**config.mk**
```make
export PLATFORM = sky130hd
export DESIGN_NAME = ipe_controller
export DESIGN_NICKNAME = d
export VERILOG_FILES = /design/src/verilog/ipe_pkg.sv /design/src/verilog/ipe_controller.sv /design/src/verilog/ipe_edge_sync.sv /design/src/verilog/ipe_prio_pick.sv
export SDC_FILE = /design/constraint.sdc
export NUM_CORES = 1
export LEC_CHECK = 0
export BUFFER_PORTS_ARGS = -buffer_cell sky130_fd_sc_hd__buf_2
export CAP_MARGIN = 20
export CORE_UTILIZATION = 48
export CTS_BUF_LIST = sky130_fd_sc_hd__clkbuf_4 sky130_fd_sc_hd__clkbuf_8
export DETAILED_ROUTE_END_ITERATION = 10
export PLACE_DENSITY_LB_ADDON = 0.12
export SETUP_SLACK_MARGIN = 0.1
export SLEW_MARGIN = 10
export SYNTH_ARGS = -nofsm -noshare
export SYNTH_HDL_FRONTEND = slang
export SYNTH_HIERARCHICAL = 1
export SYNTH_SLANG_ARGS = --single-unit
```
**constraint.sdc**
```tcl
create_clock -name clk_in -period 17.6 [get_ports clk_in]
set_clock_uncertainty 0.15 [all_clocks]
set_input_delay 3.52 -clock clk_in [delete_from_list [all_inputs] [get_ports clk_in]]
set_output_delay 3.52 -clock clk_in [all_outputs]
set_load 0.05 [all_outputs]
```
**src/verilog/ipe_pkg.sv**
```systemverilog
package ipe_pkg;

    localparam int DATA_W    = 8;
    localparam int ADDR_W    = 24;
    localparam int SRC_W     = 3;
    localparam int LVL_W     = 2;

    localparam logic [ADDR_W-1:0] ADDR_G0_PEND  = 24'hffe030;
    localparam logic [ADDR_W-1:0] ADDR_G0_SET   = 24'hffe031;
    localparam logic [ADDR_W-1:0] ADDR_G0_ENH   = 24'hffe032;
    localparam logic [ADDR_W-1:0] ADDR_G0_ENL   = 24'hffe033;
    localparam logic [ADDR_W-1:0] ADDR_PP_PEND  = 24'hffe034;
    localparam logic [ADDR_W-1:0] ADDR_PP_SET   = 24'hffe035;
    localparam logic [ADDR_W-1:0] ADDR_PER_PEND = 24'hffe038;
    localparam logic [ADDR_W-1:0] ADDR_PER_SET  = 24'hffe039;
    localparam logic [ADDR_W-1:0] ADDR_MUX_SEL  = 24'hffe03c;

    localparam logic [DATA_W-1:0] PEND_RST = 8'h00;
    localparam logic [DATA_W-1:0] EN_RST   = 8'h00;
    localparam logic [DATA_W-1:0] MUX_RST  = 8'h00;
    localparam logic [DATA_W-1:0] RD_ZERO  = 8'h00;

    // positions in the mux select register and in the port-pin pending register
    localparam int MUX_DEBUGGER_BIT   = 0;
    localparam int MUX_COMPARATOR_BIT = 7;

    typedef enum logic [LVL_W-1:0] {
        IPE_LVL_OFF  = 2'b00,
        IPE_LVL_LOW  = 2'b01,
        IPE_LVL_NOM  = 2'b10,
        IPE_LVL_HIGH = 2'b11
    } ipe_level_t;

    // a set in the same cycle as a clear wins, so no event is lost
    function automatic logic [DATA_W-1:0] ipe_next_pending(
        input logic [DATA_W-1:0] cur,
        input logic [DATA_W-1:0] set,
        input logic [DATA_W-1:0] clr
    );
        return (cur & ~clr) | set;
    endfunction

endpackage

```
**src/verilog/ipe_controller.sv**
```systemverilog
// The strobed register port was chosen for this implementation.
`timescale 1ns/1ps
// What this block does
// - source request sets pending bit, held
// - globally enabled: forward pending enabled requests
// - writing one to pending clears bit
// - port-pin pending has write-only set companion
// - peripheral pending has write-only set companion
// - port-pin bit n flags pin n
// - port-pin bit set on either pin edge
// - pending setting ignores enable bits
// - bit 7 may take comparator request
// - bit 0 may take debugger request
// - peripheral bits map fixed peripheral sources
// - two enable bits give off or level
// - enable bits follow group0 pending order
// - acknowledge clears source pending bit
// - group0 pending with set companion
module ipe_controller
    import ipe_pkg::*;
(
    input  wire logic              clk_in,
    input  wire logic              srst_in,
    input  wire logic [ADDR_W-1:0] reg_addr_in,
    input  wire logic [DATA_W-1:0] reg_wdata_in,
    input  wire logic              reg_wr_in,
    input  wire logic              reg_rd_in,
    output logic      [DATA_W-1:0] reg_rdata_out,
    input  wire logic [DATA_W-1:0] group0_req_in,
    input  wire logic [DATA_W-1:0] port_pin_in,
    input  wire logic              comparator_req_in,
    input  wire logic              debugger_req_in,
    input  wire logic [DATA_W-1:0] peripheral_req_in,
    input  wire logic              global_enable_in,
    input  wire logic              irq_ack_in,
    output logic                   irq_req_out,
    output logic      [SRC_W-1:0]  irq_source_out,
    output logic      [LVL_W-1:0]  irq_level_out
);
    logic [DATA_W-1:0] group0_pending;
    logic [DATA_W-1:0] group0_enable_high;
    logic [DATA_W-1:0] group0_enable_low;
    logic [DATA_W-1:0] port_pin_pending;
    logic [DATA_W-1:0] peripheral_pending;
    logic [DATA_W-1:0] mux_select;

    logic              wr_g0_pend;
    logic              wr_g0_set;
    logic              wr_g0_enh;
    logic              wr_g0_enl;
    logic              wr_pp_pend;
    logic              wr_pp_set;
    logic              wr_per_pend;
    logic              wr_per_set;
    logic              wr_mux;

    logic [DATA_W-1:0] pin_toggle;
    logic [DATA_W-1:0] pp_hw;
    logic [DATA_W-1:0] g0_set;
    logic [DATA_W-1:0] g0_clr;
    logic [DATA_W-1:0] pp_set;
    logic [DATA_W-1:0] pp_clr;
    logic [DATA_W-1:0] per_set;
    logic [DATA_W-1:0] per_clr;
    logic [DATA_W-1:0] ack_mask;
    logic              ack_take;
    logic [DATA_W-1:0] rd_mux;

    logic              pick_valid;
    logic [SRC_W-1:0]  pick_idx;
    logic [LVL_W-1:0]  pick_level;

    // register decode
    assign wr_g0_pend  = reg_wr_in && (reg_addr_in == ADDR_G0_PEND);
    assign wr_g0_set   = reg_wr_in && (reg_addr_in == ADDR_G0_SET);
    assign wr_g0_enh   = reg_wr_in && (reg_addr_in == ADDR_G0_ENH);
    assign wr_g0_enl   = reg_wr_in && (reg_addr_in == ADDR_G0_ENL);
    assign wr_pp_pend  = reg_wr_in && (reg_addr_in == ADDR_PP_PEND);
    assign wr_pp_set   = reg_wr_in && (reg_addr_in == ADDR_PP_SET);
    assign wr_per_pend = reg_wr_in && (reg_addr_in == ADDR_PER_PEND);
    assign wr_per_set  = reg_wr_in && (reg_addr_in == ADDR_PER_SET);
    assign wr_mux      = reg_wr_in && (reg_addr_in == ADDR_MUX_SEL);

    // pins come from outside this clock, so they are synchronised first
    ipe_edge_sync #(
        .W (DATA_W)
    ) u_pin_sync (
        .clk_in     (clk_in),
        .srst_in    (srst_in),
        .pin_in     (port_pin_in),
        .toggle_out (pin_toggle)
    );

    // bit n follows pin n; ends may be switched to comparator/debugger
    assign pp_hw = {mux_select[MUX_COMPARATOR_BIT] ? comparator_req_in
                                                   : pin_toggle[7],
                    pin_toggle[6:1],
                    mux_select[MUX_DEBUGGER_BIT] ? debugger_req_in
                                                 : pin_toggle[0]};

    // acknowledge only counts while a request is shown
    assign ack_take = irq_ack_in && irq_req_out;
    assign ack_mask = ack_take ? (8'h01 << irq_source_out) : RD_ZERO;

    // enables take no part in setting pending bits
    assign g0_set  = group0_req_in | (wr_g0_set ? reg_wdata_in : RD_ZERO);
    assign g0_clr  = (wr_g0_pend ? reg_wdata_in : RD_ZERO) | ack_mask;
    assign pp_set  = pp_hw | (wr_pp_set ? reg_wdata_in : RD_ZERO);
    assign pp_clr  = wr_pp_pend ? reg_wdata_in : RD_ZERO;
    // bit 7 pwm timer, 6 uart1 rx, 5 uart1 tx, 4 pwm fault, 3..0 port c or dma
    assign per_set = peripheral_req_in | (wr_per_set ? reg_wdata_in : RD_ZERO);
    assign per_clr = wr_per_pend ? reg_wdata_in : RD_ZERO;

    // pending bits hold until cleared; zeros written change nothing
    always_ff @(posedge clk_in) begin
        if (srst_in) begin
            group0_pending     <= PEND_RST;
            port_pin_pending   <= PEND_RST;
            peripheral_pending <= PEND_RST;
        end else begin
            group0_pending     <= ipe_next_pending(group0_pending, g0_set, g0_clr);
            port_pin_pending   <= ipe_next_pending(port_pin_pending, pp_set, pp_clr);
            peripheral_pending <= ipe_next_pending(peripheral_pending, per_set, per_clr);
        end
    end

    always_ff @(posedge clk_in) begin
        if (srst_in) begin
            group0_enable_high <= EN_RST;
            group0_enable_low  <= EN_RST;
            mux_select         <= MUX_RST;
        end else begin
            if (wr_g0_enh) begin
                group0_enable_high <= reg_wdata_in;
            end
            if (wr_g0_enl) begin
                group0_enable_low <= reg_wdata_in;
            end
            if (wr_mux) begin
                mux_select <= reg_wdata_in;
            end
        end
    end

    // set companions and unmapped addresses read as zero
    assign rd_mux = (reg_addr_in == ADDR_G0_PEND)  ? group0_pending     :
                    (reg_addr_in == ADDR_G0_ENH)   ? group0_enable_high :
                    (reg_addr_in == ADDR_G0_ENL)   ? group0_enable_low  :
                    (reg_addr_in == ADDR_PP_PEND)  ? port_pin_pending   :
                    (reg_addr_in == ADDR_PER_PEND) ? peripheral_pending :
                    (reg_addr_in == ADDR_MUX_SEL)  ? mux_select         :
                    RD_ZERO;

    // read data stand for one cycle only; polling uses this path
    always_ff @(posedge clk_in) begin
        if (srst_in) begin
            reg_rdata_out <= RD_ZERO;
        end else begin
            reg_rdata_out <= reg_rd_in ? rd_mux : RD_ZERO;
        end
    end

    ipe_prio_pick #(
        .N (DATA_W)
    ) u_pick (
        .pend_in   (group0_pending),
        .enh_in    (group0_enable_high),
        .enl_in    (group0_enable_low),
        .valid_out (pick_valid),
        .idx_out   (pick_idx),
        .level_out (pick_level)
    );

    // the request drops for the cycle after an acknowledge so the same
    // source is never taken twice before its pending bit has cleared
    always_ff @(posedge clk_in) begin
        if (srst_in) begin
            irq_req_out    <= 1'b0;
            irq_source_out <= '0;
            irq_level_out  <= IPE_LVL_OFF;
        end else begin
            irq_req_out    <= global_enable_in && pick_valid && !ack_take;
            irq_source_out <= pick_idx;
            irq_level_out  <= pick_level;
        end
    end

    // checks on the pending, forwarding and bus logic

    AST_HW_SET: assert property (
        @(posedge clk_in) disable iff (srst_in)
        (|group0_req_in) |=>
            ((group0_pending & $past(group0_req_in)) == $past(group0_req_in)))
        else $error("group0 request did not set its pending bit");

    AST_W1C: assert property (
        @(posedge clk_in) disable iff (srst_in)
        (wr_pp_pend && (pp_set & reg_wdata_in) == RD_ZERO) |=>
            ((port_pin_pending & $past(reg_wdata_in)) == RD_ZERO))
        else $error("write one did not clear port-pin pending");

    AST_HOLD: assert property (
        @(posedge clk_in) disable iff (srst_in)
        (g0_clr == RD_ZERO) |=>
            ((group0_pending & $past(group0_pending)) == $past(group0_pending)))
        else $error("group0 pending bit lost without a clear");

    AST_PP_SETREG: assert property (
        @(posedge clk_in) disable iff (srst_in)
        wr_pp_set |=>
            ((port_pin_pending & $past(reg_wdata_in)) == $past(reg_wdata_in)))
        else $error("port-pin set write did not set pending");

    AST_PER_SETREG: assert property (
        @(posedge clk_in) disable iff (srst_in)
        wr_per_set |=>
            ((peripheral_pending & $past(reg_wdata_in)) == $past(reg_wdata_in)))
        else $error("peripheral set write did not set pending");

    AST_TOGGLE: assert property (
        @(posedge clk_in) disable iff (srst_in)
        (pin_toggle[3] && !wr_pp_pend) |=> port_pin_pending[3])
        else $error("pin toggle did not set pending bit 3");

    AST_FWD: assert property (
        @(posedge clk_in) disable iff (srst_in)
        (global_enable_in && pick_valid && !ack_take) |=> irq_req_out)
        else $error("enabled pending request not forwarded");

    AST_NO_FWD: assert property (
        @(posedge clk_in) disable iff (srst_in)
        !global_enable_in |=> !irq_req_out)
        else $error("request forwarded while globally disabled");

    AST_ACK: assert property (
        @(posedge clk_in) disable iff (srst_in)
        (ack_take && !g0_set[irq_source_out]) |=>
            !group0_pending[$past(irq_source_out)] ##1 1'b1)
        else $error("acknowledge did not clear the pending bit");

    AST_LEVEL: assert property (
        @(posedge clk_in) disable iff (srst_in)
        irq_req_out |->
            ({group0_enable_high[irq_source_out], group0_enable_low[irq_source_out]}
             != IPE_LVL_OFF || $past(g0_clr) != RD_ZERO || $past(wr_g0_enh || wr_g0_enl)))
        else $error("forwarded request has no enable level");

    AST_SET_READ: assert property (
        @(posedge clk_in) disable iff (srst_in)
        (reg_rd_in && reg_addr_in == ADDR_PP_SET) |=> (reg_rdata_out == RD_ZERO))
        else $error("set register did not read as zero");

    AST_PER_W1C: assert property (
        @(posedge clk_in) disable iff (srst_in)
        (wr_per_pend && (per_set & reg_wdata_in) == RD_ZERO) |=>
            ((peripheral_pending & $past(reg_wdata_in)) == RD_ZERO))
        else $error("write one did not clear peripheral pending");

    AST_G0_SETREG: assert property (
        @(posedge clk_in) disable iff (srst_in)
        wr_g0_set |=>
            ((group0_pending & $past(reg_wdata_in)) == $past(reg_wdata_in)))
        else $error("group0 set write did not set pending");

    AST_PER_HW: assert property (
        @(posedge clk_in) disable iff (srst_in)
        (|peripheral_req_in) |=>
            ((peripheral_pending & $past(peripheral_req_in)) == $past(peripheral_req_in)))
        else $error("peripheral request did not set its pending bit");

    AST_CMP_SEL: assert property (
        @(posedge clk_in) disable iff (srst_in)
        (mux_select[MUX_COMPARATOR_BIT] && comparator_req_in) |=>
            port_pin_pending[MUX_COMPARATOR_BIT])
        else $error("selected comparator request did not set pending bit 7");

    AST_DBG_SEL: assert property (
        @(posedge clk_in) disable iff (srst_in)
        (mux_select[MUX_DEBUGGER_BIT] && debugger_req_in) |=>
            port_pin_pending[MUX_DEBUGGER_BIT])
        else $error("selected debugger request did not set pending bit 0");

    // port-pin pending must not change in a cycle with no set and no clear
    AST_PP_QUIET: assert property (
        @(posedge clk_in) disable iff (srst_in)
        (pp_set == RD_ZERO && pp_clr == RD_ZERO) |=> $stable(port_pin_pending))
        else $error("port-pin pending changed with no set or clear");

    // enable writes alone never create a pending bit
    AST_NO_SPURIOUS: assert property (
        @(posedge clk_in) disable iff (srst_in)
        (g0_set == RD_ZERO) |=>
            ((group0_pending & ~$past(group0_pending)) == RD_ZERO))
        else $error("group0 pending bit rose with no set");

    AST_RD_IDLE: assert property (
        @(posedge clk_in) disable iff (srst_in)
        !reg_rd_in |=> (reg_rdata_out == RD_ZERO))
        else $error("read data shown without a read strobe");

    AST_ACK_DROP: assert property (
        @(posedge clk_in) disable iff (srst_in)
        ack_take |=> !irq_req_out)
        else $error("request still shown the cycle after an acknowledge");

    AST_LEVEL_OUT: assert property (
        @(posedge clk_in) disable iff (srst_in)
        irq_req_out |-> (irq_level_out != IPE_LVL_OFF))
        else $error("request forwarded with a disabled level");

    // no disable here: this one looks at the reset itself, mid-run too
    AST_RESET: assert property (
        @(posedge clk_in)
        srst_in |=> (group0_pending == PEND_RST && port_pin_pending == PEND_RST &&
                     peripheral_pending == PEND_RST && group0_enable_high == EN_RST &&
                     group0_enable_low == EN_RST && !irq_req_out))
        else $error("registers not cleared by reset");

    COV_FWD: cover property (@(posedge clk_in) disable iff (srst_in)
        irq_req_out && irq_level_out == IPE_LVL_HIGH);
    COV_ACK: cover property (@(posedge clk_in) disable iff (srst_in)
        ack_take ##2 irq_req_out);
    COV_CMP: cover property (@(posedge clk_in) disable iff (srst_in)
        mux_select[MUX_COMPARATOR_BIT] && comparator_req_in);
    COV_POLL: cover property (@(posedge clk_in) disable iff (srst_in)
        !global_enable_in && reg_rd_in && reg_addr_in == ADDR_PER_PEND);

endmodule

```
**src/verilog/ipe_edge_sync.sv**
```systemverilog
`timescale 1ns/1ps
module ipe_edge_sync #(
    parameter int W = 8
) (
    input  wire logic         clk_in,
    input  wire logic         srst_in,
    input  wire logic [W-1:0] pin_in,
    output logic      [W-1:0] toggle_out
);
    logic [W-1:0] meta;
    logic [W-1:0] sync;
    logic [W-1:0] prev;

    // meta is read only by sync; edges are found one stage later
    always_ff @(posedge clk_in) begin
        if (srst_in) begin
            meta <= '0;
            sync <= '0;
            prev <= '0;
        end else begin
            meta <= pin_in;
            sync <= meta;
            prev <= sync;
        end
    end

    // either edge counts as a toggle
    assign toggle_out = sync ^ prev;
endmodule

```
**src/verilog/ipe_prio_pick.sv**
```systemverilog
`timescale 1ns/1ps
module ipe_prio_pick
    import ipe_pkg::*;
#(
    parameter int N  = 8,
    parameter int IW = $clog2(N)
) (
    input  wire logic [N-1:0]     pend_in,
    input  wire logic [N-1:0]     enh_in,
    input  wire logic [N-1:0]     enl_in,
    output logic                  valid_out,
    output logic [IW-1:0]         idx_out,
    output logic [LVL_W-1:0]      level_out
);
    logic [LVL_W-1:0] lvl [N];

    genvar g;
    generate
        for (g = 0; g < N; g++) begin : g_lvl
            assign lvl[g] = pend_in[g] ? {enh_in[g], enl_in[g]} : IPE_LVL_OFF;
        end
    endgenerate

    // ascending scan with >= lets the higher bit win a tie
    always_comb begin
        level_out = IPE_LVL_OFF;
        idx_out   = '0;
        for (int i = 0; i < N; i++) begin
            if (lvl[i] != IPE_LVL_OFF && lvl[i] >= level_out) begin
                level_out = lvl[i];
                idx_out   = i[IW-1:0];
            end
        end
    end

    assign valid_out = (level_out != IPE_LVL_OFF);
endmodule
```
# Word-level counts from Yosys, hierarchy flattened
# Cells that the tools add are included.
[word_totals] regBits=86 output_inout_bits=14
[classes] n_reduce_logical=31 shifts=1 eq_ne=9 muxes=38 n_bitwise=15 n_lt_le_gt_ge=8
[ops] op="equality test 24 bit (second input constant)" n=9
[ops] op="2-to-1 mux 8 bit" n=13
[ops] op="OR 8 bit" n=7
[ops] op="2-to-1 mux 2 bit" n=18
[ops] op="AND 8 bit" n=3
[ops] op="NOT 8 bit" n=3
[ops] op="logical AND 1 bit" n=20
[ops] op="nonzero test 2 bit" n=9
[ops] op="greater-or-equal comparator 2 bit" n=7
[ops] op="2-to-1 mux 3 bit" n=4
[ops] op="<< shifter 1 x 3 -> 8 bit (first input constant)" n=1
[ops] op="XOR 8 bit" n=1
[ops] op="2-to-1 mux 1 bit" n=3
[ops] op="greater-or-equal comparator 2 x 1 -> 1 bit (second input constant)" n=1
[ops] op="OR reduction 2 bit" n=1
[ops] op="logical NOT 1 bit" n=1
[ops] op="NOT 1 bit" n=1

# Logic depth before layout (Yosys ltp)
[logic_depth] depth_word=28 ltp_mapped=40

# By module
# Netlist, hierarchy kept.
[modules_own_cells] mod="ipe_controller" area_per_inst_um2=2907.8 n_inst=1 seq_area_each_um2=1241.2 cells_per_inst=320
[modules_own_cells] mod="ipe_edge_sync" area_per_inst_um2=763.2 n_inst=1 seq_area_each_um2=480.5 cells_per_inst=58
[modules_own_cells] mod="ipe_prio_pick" area_per_inst_um2=720.7 n_inst=1 seq_area_each_um2=0.0 cells_per_inst=110

# Worst setup path before layout
# No wires, ideal clock.
[synth_path] path_type="reg2reg" from="register group0_pending[1]" to="register irq_source_out[1]" n_path_buf=0 required_time_ns=17.322 slack_ns=10.283 stages_incl_launch_ff=40 t_arrival_ns=7.039 path_cell_list="dfxtp_1 -> nand2_1 -> ha_1 -> nor2b_1 -> a211oi_2 -> ha_1 -> or2b_1 -> a21oi_1 -> a2bb2oi_2 -> inv_1 -> ha_1 -> nand2b_1 -> a21oi_1 -> nor2_1 -> o22ai_1 -> ha_1 -> nor3b_1 -> nor2_1 -> [... 4 more ...] -> nand2b_1 -> a21oi_1 -> nor2_1 -> o21ai_0 -> ha_1 -> nand2b_1 -> a21oi_1 -> nor2_1 -> nor3_1 -> a221oi_2 -> inv_1 -> ha_1 -> nand2b_1 -> a21oi_1 -> a21o_1 -> nor2b_1 -> nand2_1 -> nor2b_1"
[synth_via] elab_chain_len=22 elab_cells_between_ends=28
[synth_lines] item="start, declared" line_no="ipe_controller.sv:40" text="logic [DATA_W-1:0] group0_pending;"
[synth_lines] item="start signal, assigned" line_no="ipe_controller.sv:121" text="group0_pending <= ipe_next_pending(group0_pending, g0_set, g0_clr);"
[synth_lines] item="2-to-1 mux 2 bit *" line_no="ipe_prio_pick.sv:20" text="assign lvl[g] = pend_in[g] ? {enh_in[g], enl_in[g]} : IPE_LVL_OFF;"
[synth_lines] item="greater-or-equal comparator 2 bit / nonzero test 2 bit (equally long branches)" line_no="ipe_prio_pick.sv:29" text="if (lvl[i] != IPE_LVL_OFF && lvl[i] >= level_out) begin"
[synth_lines] item="logical AND 1 bit" line_no="ipe_prio_pick.sv:29"
[synth_lines] item="2-to-1 mux 2 bit *" line_no="ipe_prio_pick.sv:29"
[synth_lines] item="greater-or-equal comparator 2 bit" line_no="ipe_prio_pick.sv:29"
[synth_lines] item="logical AND 1 bit" line_no="ipe_prio_pick.sv:29"
[synth_lines] item="2-to-1 mux 2 bit" line_no="ipe_prio_pick.sv:29"
[synth_lines] item="greater-or-equal comparator 2 bit" line_no="ipe_prio_pick.sv:29"
[synth_lines] item="[... 7 more ...]"
[synth_lines] item="2-to-1 mux 2 bit" line_no="ipe_prio_pick.sv:29"
[synth_lines] item="greater-or-equal comparator 2 bit" line_no="ipe_prio_pick.sv:29"
[synth_lines] item="logical AND 1 bit" line_no="ipe_prio_pick.sv:29"
[synth_lines] item="2-to-1 mux 2 bit" line_no="ipe_prio_pick.sv:29"
[synth_lines] item="greater-or-equal comparator 2 bit" line_no="ipe_prio_pick.sv:29"
[synth_lines] item="logical AND 1 bit" line_no="ipe_prio_pick.sv:29"
[synth_lines] item="2-to-1 mux 3 bit *" line_no="ipe_prio_pick.sv:29"
[synth_lines] item="net pick_idx[1]" line_no="ipe_controller.sv:70" text="logic [SRC_W-1:0] pick_idx;"
[synth_lines] item="end signal, assigned" line_no="ipe_controller.sv:183" text="irq_source_out <= pick_idx;"
[synth_lines] item="end, declared" line_no="ipe_controller.sv:37" text="output logic [SRC_W-1:0] irq_source_out,"
# The timed path passes the listed nets; every way through them passes the cells marked *.
# A chain may end at the register's enable or synchronous reset.

# Worst setup path after layout
# Same ends and word-level chain as after synthesis.

==> flow_summary.toml <==
[global_routing]
track_usage_pct = 24.8
grt_max_degree = 79
antenna_found_initial = 0
grt_pass1_wl_um = 18700
grt.overflow.total = 0
grt_pass1_vias = 3787

[sta]
period_minus_slack_ps = 8420
max_freq_mhz = 119
rsz0062_at_grt = "false"
drv_slew = 0
relSlewSlack_pct = 41.7
period_share_pct = 47.9
setup_violations = 0
hold_violations = 0
tightest_slew_ps = 874
fin_setup_tns_ps = 0

[final_layout]
syn_to_final_growth_pct = 15.0
final_net_count = 637
drive_gt1_share_pct = 22.5
n_antenna_cell = 0

[yosys]
yosysMostFrequentCell = "dfxtp_1"
synth_nets = 566
synth_seq_cells = 86
synth_area_per_cell_um2 = 9.00
postSynthCellCount = 488
synthTopCellsByArea = "dfxtp_1 (39%), mux2i_1 (9.3%), a21oi_1 (4.2%), ha_1 (4.0%), nor2_1 (3.8%)"
synth_top_area_share_pct = 39.2
synth_flop_cell = "dfxtp_1"
yosys-top-cells-count = "dfxtp_1 (86), nor2_1 (45), mux2i_1 (41)"
synth_warnings = 6
yosysSeqAreaShare_pct = 39.2
yosysTopAreaCell = "dfxtp_1"
synthArstFlopShare_pct = 0
synth_edf_count = 0
synth_cell_type_count = 57
syn_area_mm2 = 0.00439

[cts]
clockBufferDepth = 2
cts_buffers = 9
clkTransAtPathRegs_ps = 100
cts-resized-gates = 0
cts_sinks = 86
root_buffer = "clkbuf_8"
postCtsHoldBufs = 0
tritoncts = "yes"
postCtsSetupRepairBufs = 0
clock_latency_ps = 360
htreeDepth = 3

[setup_path]
crit_path_end_kind = "flip-flop"
ff2ff_setup_slack_ps = 9180
critPathLaunchType = "flip-flop"
r2r_start = "group0_pending[1]"
worst_path_max_delay_cell = "dfxtp_1"
required_ps = 17670
arrival_ps = 8500
critical-path-max-stage-delay_ps = 440
startpoint = "group0_pending[1]"
reg2reg_to = "irq_source_out[1]"
crit_fanout = 6
ff2ff_path_depth = 39
cp_common_cell = "ha_1"
path_class = "flip-flop to flip-flop"

[outcome]
outcome = "complete, but fails checks"
violations = "DRC"

[worst_hold_path]
whs_endpoint = "u_pin_sync/sync[1]"
hold_path.class = "flip-flop to flip-flop"
worstHoldStart = "u_pin_sync/meta[1]"
holdPathStages = 1

[placed_design]
globalplace.congestion = 0.839
port_buffers = 77
dp_hpwl_um = 8130

[floorplanning]
fp.dieArea_mm2 = 0.00954
core_area_mm2 = 0.00881
chipWidth_um = 97.7
io_pins = 78
die_h_um = 97.7
row_count = 34
start_util_pct = 49.9

[power_and_ir_drop]
vdd_ir_drop_max_uv = 42.3
power-per-cell-area_mw_per_mm2 = 76.4
p_leak_nw = 2.07
p_total_w = 0.000386

[drt]
ant_nets = 0
first_pass_iters = 8
avgViaCountPerCell = 5.77
wl_um = 11300
drcViolationCount = 18
vias = 3875
drt_first_iter_violations = 215
routedWlPerCell_um = 16.8

[flow_run]
cap_violations = 0
worst max-delay path: cells and delay by family, from the launching register on:
kind | cells | cell delay (ps)
AO/OA/AOI/OAI | 12 | 2960
adder cells (fa/ha/maj) | 7 | 1970
buffers and inverters | 3 | 220
flip-flops | 1 | 440
AND/OR/NAND/NOR | 17 | 2570
routing by layer:
metal	up-vias	GRT usage, %	wire (um)
met1	1773	32.8	5210
met5	-	0	0
met3	37	4.46	671
met4	0	11.7	405
met2	158	39.2	5010
li1	1907	-	-
per-stage QoR:
step	hold WS (ps)	instance area [um2]	worst slack, ps	std cells	util [%]
final	293	5050	9180	672	57.3
after global routing	317	5050	8580	672	57.3
after CTS	296	5050	9260	672	57.3
after detailed placement	273	4830	9280	656	54.9
after global placement	267	4830	9860	656	54.9
after floorplan	261	4390	10280	488	-
sequential cells by signal, indices dropped and copies added, names as in the netlist:
| signal | cells |
|---|---|
| u_pin_sync/sync | 8 |
| irq_level_out | 2 |
| u_pin_sync/prev | 8 |
| group0_enable_high | 8 |
| group0_pending | 8 |
| group0_enable_low | 8 |
| reg_rdata_out | 8 |
| irq_source_out | 3 |
| mux_select | 8 |
| peripheral_pending | 8 |
| u_pin_sync/meta | 8 |
| irq_req_out | 1 |
| port_pin_pending | 8 |
final cells by class:
type | count | area [um2]
Fill cell | 829 | 3760
Multi-Input combinational cell | 370 | 2520
Sequential cell | 86 | 1720
Timing Repair Buffer | 80 | 408
Clock buffer | 10 | 138
Tap cell | 108 | 135
Clock inverter | 6 | 76.3
Inverter | 12 | 45.0
where the power goes:
| part | internal, W | switching [W] | total, W | leakage, nW |
|---|---|---|---|---|
| registers | 0.000201 | 0.00000369 | 0.000204 | 0.704 |
| logic | 0.0000138 | 0.0000180 | 0.0000318 | 1.26 |
| clock network | 0.0000720 | 0.0000778 | 0.000150 | 0.109 |
layout by cell type (no fill, tap or decap), types with 2 or more instances in the layout:
cell type and instances:
o21ai_1 16, o21a_1 9, nor2_1 45, nand2_1 36, inv_1 12, nand2b_1 9, clkbuf_8 10, nand3_1 7
buf_4 3, buf_2 77, ha_1 14, nor4_4 4, nor3_1 5, nor2b_1 15, nand3b_1 3, o21ai_0 23
o31a_1 3, and2b_1 4, nor2b_2 14, o211ai_1 5, o22ai_1 3, dfxtp_1 86, xor2_1 8, a31oi_1 25
or3_1 10, a2bb2oi_1 3, clkinv_4 2, and4_1 2, or2_2 2, mux2i_1 41, a21oi_1 37, and4b_1 2
inv_6 2
kinds of logic (layout without fill, tap and decap cells):
family / after synthesis / in the layout / share of synthesized area, %
AND/OR/NAND/NOR: 169 / 169 / 22.8
AO/OA/AOI/OAI: 138 / 138 / 19.7
flip-flops: 86 / 86 / 39.2
multiplexers: 41 / 41 / 9.34
buffers and inverters: 32 / 108 / 3.30
adder cells (fa/ha/maj): 14 / 14 / 3.99
XOR/XNOR: 8 / 8 / 1.60
worst max-delay path by stage:
| stage | to | slack (ps) | cells past startpoint |
|---|---|---|---|
| 6_report | irq_source_out[1] | 9180 | 39 |
| 5_1_grt | irq_source_out[2] | 8580 | 39 |
| 4_1_cts | irq_source_out[1] | 9260 | 39 |
| 3_5_place_dp | irq_source_out[1] | 9280 | 39 |
| 3_3_place_gp | irq_source_out[1] | 9860 | 39 |
| 2_1_floorplan | irq_source_out[1] | 10280 | 39 |
Power figures use the tool's default switching activity.
